File: src/rtl/dplsc_defs.vh
// constants for the lane-enable and aux-snoop control block
// included by the design files; definitions only
`ifndef DPLSC_DEFS_VH
`define DPLSC_DEFS_VH

`define DPLSC_OFS_SNOOP_STATUS 8'h12
`define DPLSC_OFS_LANE_CTRL 8'h13
`define DPLSC_SNOOP_STATUS_RESET 8'h00
`define DPLSC_LANE_CTRL_RESET 8'h00

`define DPLSC_PWR_MSB 6
`define DPLSC_PWR_LSB 5
`define DPLSC_LCNT_MSB 4
`define DPLSC_LCNT_LSB 0
`define DPLSC_SNOOP_DIS_BIT 7
`define DPLSC_ROUTE_MSB 5
`define DPLSC_ROUTE_LSB 4
`define DPLSC_LANE_OFF_MSB 3
`define DPLSC_LANE_OFF_LSB 0

`define DPLSC_ADDR_POWER_STATE 20'h00600
`define DPLSC_ADDR_LANE_COUNT 20'h00101
`define DPLSC_AUX_CMD_NATIVE_WR 4'h8
`define DPLSC_PWR_NORMAL 2'h1

`define DPLSC_ROUTE_AUTO 2'h0
`define DPLSC_ROUTE_N1_P2 2'h1
`define DPLSC_ROUTE_N2_P1 2'h2
`define DPLSC_ROUTE_OPEN 2'h3

`define DPLSC_SEL_DP4 2'h2
`define DPLSC_SEL_DP2_USB 2'h3

`endif

File: src/rtl/dplsc_aux_snoop.v
// aux snoop decoder: flags native writes to the two link addresses, latches the data byte of every native write
// assumes the aux receiver presents one decoded request header and its
// first data byte, plus a one-cycle pulse when the write has completed
`timescale 1ns/1ps
`include "dplsc_defs.vh"

module dplsc_aux_snoop
(
  input wire sys_clk,
  input wire reset,
  input wire [3:0] aux_cmd,
  input wire [19:0] aux_addr,
  input wire [7:0] aux_data,
  input wire aux_wr_done,
  output reg pwr_hit,
  output reg lcnt_hit,
  output reg [7:0] hit_data
);

  wire native_wr;

  assign native_wr = aux_wr_done && (aux_cmd == `DPLSC_AUX_CMD_NATIVE_WR);

  ////////////////////////////////////////////////////////////////////////
  always @(posedge sys_clk)
  begin
    if (reset)
    begin
      pwr_hit <= 1'b0;
      lcnt_hit <= 1'b0;
      hit_data <= 8'h00;
    end
    else
    begin
      pwr_hit <= native_wr && (aux_addr == `DPLSC_ADDR_POWER_STATE);
      lcnt_hit <= native_wr && (aux_addr == `DPLSC_ADDR_LANE_COUNT);
      if (native_wr)
      begin
        hit_data <= aux_data;
      end
    end
  end

endmodule

File: src/rtl/dplsc_lane_ctrl.v
// Function
// - power-state snoop held at bits 6:5
// - snoop on: power state gates lanes
// - lane-count snoop held at bits 4:0
// - snoop on: count picks lanes, rest off
// - dp-enable falling clears power state
// - dp-enable falling clears lane count
// - bit 7 disables snooping, resets zero
// - snoop off: per-lane disable bits rule
// - snoop on: disable bits stored, ignored
// - route override 00 follows select, flip
// - override 01: negative pin1, positive pin2
// - override 10: negative pin2, positive pin1
// - override 11: aux fully disconnected
// - both registers reset zero, reserved zero
// - select code; upper bit enables dp
//
// lane-enable and aux-to-sideband routing control, register offsets dp_link_snoop_status/dp_lane_and_aux_route_control
// assumes a byte register port from the serial slave: reg_addr, reg_wdata,
// reg_wr pulse, reg_rd pulse; read data appears one cycle after reg_rd
`timescale 1ns/1ps
`include "dplsc_defs.vh"

module dplsc_lane_ctrl
#(
  parameter LANES = 4
)
(
  input wire sys_clk,
  input wire reset,
  input wire [7:0] reg_addr,
  input wire [7:0] reg_wdata,
  input wire reg_wr,
  input wire reg_rd,
  output reg [7:0] reg_rdata,
  output reg reg_rvalid,
  input wire [1:0] crosspoint_select,
  input wire orientation_flip,
  input wire [3:0] aux_cmd,
  input wire [19:0] aux_addr,
  input wire [7:0] aux_data,
  input wire aux_wr_done,
  output reg [LANES-1:0] lane_enable,
  output reg aux_negative_to_sb1,
  output reg aux_negative_to_sb2,
  output reg aux_positive_to_sb1,
  output reg aux_positive_to_sb2
);

  ////////////////////////////////////////////////////////////////////////
  // lane mask for a snooped count; unknown counts leave all lanes off
  function [3:0] count_mask;
    input [4:0] cnt;
    begin
      case (cnt)
        5'h01: count_mask = 4'h1;
        5'h02: count_mask = 4'h3;
        5'h04: count_mask = 4'hF;
        default: count_mask = 4'h0;
      endcase
    end
  endfunction

  reg [1:0] power_state_r;
  reg [4:0] lane_count_r;
  reg snoop_off_r;
  reg [1:0] aux_route_override_r;
  reg lane0_off_r;
  reg lane1_off_r;
  reg lane2_off_r;
  reg lane3_off_r;
  reg dp_enable_select_bit_d_r;

  wire pwr_hit;
  wire lcnt_hit;
  wire [7:0] hit_data;
  wire dp_enable_select_bit;
  wire dp_enable_fall;
  wire [3:0] lane_off_vec;
  wire [7:0] status_val;
  wire [7:0] ctrl_val;

  reg [3:0] lane_enable_nxt;
  reg [3:0] route_nxt;

  // reset images kept whole so reserved bits stay tied to their zeros
  localparam [7:0] STATUS_RESET = `DPLSC_SNOOP_STATUS_RESET;
  localparam [7:0] CTRL_RESET = `DPLSC_LANE_CTRL_RESET;

  dplsc_aux_snoop u_snoop
  (
    .sys_clk(sys_clk),
    .reset(reset),
    .aux_cmd(aux_cmd),
    .aux_addr(aux_addr),
    .aux_data(aux_data),
    .aux_wr_done(aux_wr_done),
    .pwr_hit(pwr_hit),
    .lcnt_hit(lcnt_hit),
    .hit_data(hit_data)
  );

  // upper select bit is dp enable
  assign dp_enable_select_bit = crosspoint_select[1];
  assign dp_enable_fall = dp_enable_select_bit_d_r && !dp_enable_select_bit;
  assign lane_off_vec = {lane3_off_r, lane2_off_r, lane1_off_r, lane0_off_r};

  assign status_val = {1'b0, power_state_r, lane_count_r};
  assign ctrl_val = {snoop_off_r, 1'b0, aux_route_override_r, lane_off_vec};

  ////////////////////////////////////////////////////////////////////////
  // snooped status
  // captures land two edges after the aux write completes
  always @(posedge sys_clk)
  begin
    if (reset)
    begin
      power_state_r <= STATUS_RESET[`DPLSC_PWR_MSB:`DPLSC_PWR_LSB];
      lane_count_r <= STATUS_RESET[`DPLSC_LCNT_MSB:`DPLSC_LCNT_LSB];
      // matches the idle select level, so no false fall follows reset
      dp_enable_select_bit_d_r <= 1'b0;
    end
    else
    begin
      dp_enable_select_bit_d_r <= dp_enable_select_bit;
      // the fall is a hardware clear, so it beats a same-cycle capture
      // clear on dp-enable fall
      if (dp_enable_fall)
      begin
        power_state_r <= 2'h0;
      end
      else if (pwr_hit && !snoop_off_r)
      begin
        power_state_r <= hit_data[1:0];
      end
      if (dp_enable_fall)
      begin
        lane_count_r <= 5'h00;
      end
      else if (lcnt_hit && !snoop_off_r)
      begin
        lane_count_r <= hit_data[4:0];
      end
    end
  end

  ////////////////////////////////////////////////////////////////////////
  // control register and read port
  always @(posedge sys_clk)
  begin
    if (reset)
    begin
      snoop_off_r <= CTRL_RESET[`DPLSC_SNOOP_DIS_BIT];
      aux_route_override_r <= CTRL_RESET[`DPLSC_ROUTE_MSB:`DPLSC_ROUTE_LSB];
      lane0_off_r <= CTRL_RESET[`DPLSC_LANE_OFF_LSB];
      lane1_off_r <= CTRL_RESET[`DPLSC_LANE_OFF_LSB + 1];
      lane2_off_r <= CTRL_RESET[`DPLSC_LANE_OFF_LSB + 2];
      lane3_off_r <= CTRL_RESET[`DPLSC_LANE_OFF_MSB];
      reg_rdata <= 8'h00;
      reg_rvalid <= 1'b0;
    end
    else
    begin
      if (reg_wr && reg_addr == `DPLSC_OFS_LANE_CTRL)
      begin
        // reserved bit 6 is never stored, so it cannot read back set
        // snoop disable bit
        snoop_off_r <= reg_wdata[`DPLSC_SNOOP_DIS_BIT];
        aux_route_override_r <= reg_wdata[`DPLSC_ROUTE_MSB:`DPLSC_ROUTE_LSB];
        lane0_off_r <= reg_wdata[`DPLSC_LANE_OFF_LSB];
        lane1_off_r <= reg_wdata[`DPLSC_LANE_OFF_LSB + 1];
        lane2_off_r <= reg_wdata[`DPLSC_LANE_OFF_LSB + 2];
        lane3_off_r <= reg_wdata[`DPLSC_LANE_OFF_MSB];
      end
      reg_rvalid <= reg_rd;
      if (reg_rd)
      begin
        case (reg_addr)
          `DPLSC_OFS_SNOOP_STATUS: reg_rdata <= status_val;
          `DPLSC_OFS_LANE_CTRL: reg_rdata <= ctrl_val;
          // unmapped offsets read zero rather than aliasing a register
          default: reg_rdata <= 8'h00;
        endcase
      end
    end
  end

  ////////////////////////////////////////////////////////////////////////
  // lane enables
  always @*
  begin
    lane_enable_nxt = 4'h0;
    if (snoop_off_r)
    begin
      lane_enable_nxt = ~lane_off_vec;
    end
    else if (power_state_r == `DPLSC_PWR_NORMAL)
    begin
      lane_enable_nxt = count_mask(lane_count_r);
    end
    // lanes never run while the crosspoint has dp turned off
    if (!dp_enable_select_bit)
    begin
      lane_enable_nxt = 4'h0;
    end
    else if (crosspoint_select == `DPLSC_SEL_DP2_USB)
    begin
      lane_enable_nxt = lane_enable_nxt & 4'h3;
    end
  end

  ////////////////////////////////////////////////////////////////////////
  // aux routing {n->sb1, n->sb2, p->sb1, p->sb2}
  always @*
  begin
    route_nxt = 4'h0;
    case (aux_route_override_r)
      `DPLSC_ROUTE_AUTO:
      begin
        if (dp_enable_select_bit)
        begin
          route_nxt = orientation_flip ? 4'h6 : 4'h9;
        end
      end
      // forced codes ignore select and flip, so codes 01 and 10 pass aux with dp off
      // forced n to pin1
      `DPLSC_ROUTE_N1_P2: route_nxt = 4'h9;
      `DPLSC_ROUTE_N2_P1: route_nxt = 4'h6;
      `DPLSC_ROUTE_OPEN: route_nxt = 4'h0;
      default: route_nxt = 4'h0;
    endcase
  end

  always @(posedge sys_clk)
  begin
    if (reset)
    begin
      lane_enable <= {LANES{1'b0}};
      aux_negative_to_sb1 <= 1'b0;
      aux_negative_to_sb2 <= 1'b0;
      aux_positive_to_sb1 <= 1'b0;
      aux_positive_to_sb2 <= 1'b0;
    end
    else
    begin
      lane_enable <= lane_enable_nxt[LANES-1:0];
      aux_negative_to_sb1 <= route_nxt[3];
      aux_negative_to_sb2 <= route_nxt[2];
      aux_positive_to_sb1 <= route_nxt[1];
      aux_positive_to_sb2 <= route_nxt[0];
    end
  end

endmodule

File: config.mk
export PLATFORM = sky130hd
export DESIGN_NAME = dplsc_lane_ctrl
export DESIGN_NICKNAME = d
export VERILOG_FILES = /design/src/rtl/dplsc_aux_snoop.v /design/src/rtl/dplsc_lane_ctrl.v
export VERILOG_INCLUDE_DIRS = /design/src /design/src/rtl
export SDC_FILE = /design/constraint.sdc
export NUM_CORES = 1
export LEC_CHECK = 0
export BUFFER_PORTS_ARGS = -buffer_cell sky130_fd_sc_hd__buf_2
export CAP_MARGIN = 20
export CELL_PAD_IN_SITES_DETAIL_PLACEMENT = 0
export CELL_PAD_IN_SITES_GLOBAL_PLACEMENT = 2
export CORE_ASPECT_RATIO = 2
export CORE_MARGIN = 2
export CORE_UTILIZATION = 28
export CTS_CLUSTER_DIAMETER = 150
export DETAILED_ROUTE_END_ITERATION = 12
export PLACE_DENSITY_LB_ADDON = 0.08
export SETUP_SLACK_MARGIN = 0.4
export SLEW_MARGIN = 20
export SYNTH_ARGS = -nofsm -noshare
export SYNTH_HDL_FRONTEND = slang
export SYNTH_SLANG_ARGS = --single-unit
File: constraint.sdc
create_clock -name sys_clk -period 3 [get_ports sys_clk]
set_input_delay 0.15 -clock sys_clk [delete_from_list [all_inputs] [get_ports sys_clk]]
set_output_delay 0.15 -clock sys_clk [all_outputs]
set_load 0.005 [all_outputs]
==> run summary <==
status: finished clean
Critical Path Max Stage Delay: 0.60 ns
Crit Path Category: reg -> reg
endpoints failing setup: 0
Worst Path Arrival: 1.75 ns
PortBufs: 68
placed cells: 300
vias per cell: 5.09
HP Class: in -> reg
# hold bufs at CTS: 0
final worst-path cycle share: 51.7%
Synth area leader: dfxtp_1
DRC: 0
max-cap violation count: 0
drt wl/cell: 14.8 um
number of global-route vias before repair: 1,659
post-CTS sizing: 0
Reg2Reg Depth: 3
Via Count: 1,569
Ys Warns: 0
max_slew headroom: 58.9%
number of antenna repair diodes: 0
area grow syn2layout: 32.1%
Max VDD drop: 393 uV
Req. time, crit path: 3.20 ns
sequential fraction of the synthesis area: 44.9%
setup bufs post-CTS: 0
Max Root-Sink Buffers: 2
Post-Route Setup TNS: 0 ns
top post-synthesis cells by area: dfxtp_1 (45%), a21oi_1 (7.6%), nand2b_1 (5.3%)
Cell Count, Final, Fillers Out: 308
Final GP Congestion: 0.734
Pwr Density: 519 nW/um^2
Synth Area in Adders: 0%
#FFs+latches synth: 37
hpwl dp: 3.61 mm
first-pass GRT wire length: 7.49 mm
proportion of synthesized area in mux cells: 7.74%
Final Critical Period: 1.55 ns
Crit. End Element: register
syn avg cell area: 9.06 um^2
Antenna Nets Post-Route: 0
die area: 6560 um^2
num rows: 39
grt ovf: 0
WHS Path Cells: 2
Clock H-tree levels: 2
CTS tree: done
number of CTS-inserted buffers: 5
startpoint types: register
cell count after synthesis: 182
Slowest-stage cell, CP: nor4_1
worst slew pin tran: 0.610 ns
post-synth cell types: 35
Starting Density: 28.9%
layout cells sized above 1: 35.2%
Final Hold Viols: 0
largest family of logic cells by synthesized area: simple AND/OR/NAND/NOR gates
latest clock arrival within the worst-skew pair: 0.28 ns
fin. max-slew vios: 0
clock tree sinks: 37
crit-path max FO: 10
XOR/XNOR share of the synthesized area: 0.531%
clk_skew: 0.00572 ns
Iter 0 DRT Violations: 20
f_max: 0.645 GHz
Total Nets Final: 302
drt pass-1 iters: 4
Final Util: 38.2%
Placeable Area: 5710 um^2
number of antenna violations at the first check in global routing: 0
area fraction in compound gates after synthesis: 14.5%
syn_nets: 238
RSZ-0062 raised after global routing: false
pin count of the biggest net entering global routing: 27
Cell Area, Synth: 1650 um^2
Power Total: 1130 uW
io pins: 73
CTS root buf: clkbuf_16
final WL: 4.55 mm
crit-path cells: nor4_1 > nand3_1 > a211oi_1
Die Span Y: 113 um
Simple-Gate Fraction of Synth Area: 27.2%
Reg clk slew, reported paths: 0.06 ns
Die X: 58.3 um
GRT Util Overall: 15.3%
post-synth top area share: 44.9%
Leakage Power: 0.000885 uW
worst max-delay path: cells and delay by family, from the launching register on:
family	cells	cell delay, ns
flops	1	0.40
simple gates	2	0.81
compound gates	1	0.25
power breakdown:
part           total [uW]  switching, uW  internal, uW  leakage (uW)
combinational        78.6           40.3          38.3      0.000506
clock                 556            204           352     0.0000799
sequential            496           1.26           495      0.000299
layout by cell type, fill, tap and decap left out, types with 2 or more instances in the layout:
cell type	count
o31ai_1	7
a211oi_1	2
buf_4	3
clkbuf_16	5
nand2_1	3
dfxtp_1	37
buf_2	68
o21ai_0	6
mux2i_1	6
nand4b_1	2
nor2_1	9
inv_1	3
nand3b_1	6
mux2_2	6
nor3b_1	2
nor4_1	4
nor2b_1	2
nand4_1	13
nand2b_1	14
nand3_1	5
nor3_1	5
clkbuf_8	2
a21oi_1	25
metrics by stage:
step           instance area [um^2]  setup slack, ns  hold slack (ns)
3_3_place_gp                   2020             1.29            0.334
2_1_floorplan                  1650             1.50            0.228
6_report                       2180             1.45           0.0409
5_1_grt                        2180             1.27           0.0444
3_5_place_dp                   2020             1.29            0.340
4_1_cts                        2180             1.37           0.0361
logic make-up after synthesis:
family	after synthesis
AND/OR/NAND/NOR	73
buffers and inverters	17
AO/OA/AOI/OAI	42
flip-flops	37
multiplexers	12
XOR/XNOR	1
synth_stat cells, drive strengths merged:
master,number
dfxtp,37
a21oi,25
nand2b,14
nand4,13
clkbuf,9
nor2,9
o31ai,7
mux2,6
mux2i,6
nand3b,6
o21ai,6
buf,5
nand3,5
nor3,5
nor4,4
inv,3
nand2,3
a211oi,2
nand4b,2
nor2b,2
nor3b,2
a21o,1
and2,1
and3,1
nand4bb,1
nor4b,1
nor4bb,1
o2111ai,1
or3b,1
or4,1
or4b,1
xor2,1
layout make-up:
cell class | count | area [um^2]
Clock buffer | 7 | 153
Clock inverter | 1 | 5.00
Fill cell | 631 | 3530
Inverter | 3 | 11.3
Multi-Input combinational cell | 128 | 830
Sequential cell | 37 | 741
Tap cell | 61 | 76.3
Timing Repair Buffer | 71 | 363
final timing paths:
check / from / to / slack (ns)
worst min-delay path: crosspoint_select[0] / lane_enable[2] / 0.04
worst max register to register: snoop_off_r / lane_enable[3] / 1.45
worst min register to register: reg_rdata[7] / reg_rdata[7] / 0.47
worst max-delay path: snoop_off_r / lane_enable[3] / 1.45
routing by layer:
metal  up-vias  GRT usage (%)  part of all wire (%)
li1        794              -                     -
met1       715           13.7                    34
met2        52           29.6                    59
met3         8           3.46                   4.9
met4         0           8.37                   2.9
met5         -              0                     0
flip-flops by register name, indices dropped and copies added, names as in the netlist:
| register | cells |
|---|---|
| u_snoop.lcnt_hit | 1 |
| lane1_off_r | 1 |
| lane3_off_r | 1 |
| reg_rdata | 8 |
| dp_enable_select_bit_d_r | 1 |
| u_snoop.pwr_hit | 1 |
| aux_negative_to_sb2 | 1 |
| reg_rvalid | 1 |
| lane_count_r | 5 |
| snoop_off_r | 1 |
| lane0_off_r | 1 |
| power_state_r | 2 |
| u_snoop.hit_data | 5 |
| aux_route_override_r | 2 |
| lane_enable | 4 |
| lane2_off_r | 1 |
| aux_negative_to_sb1 | 1 |
No activity file was read; power rests on OpenSTA's default activity.
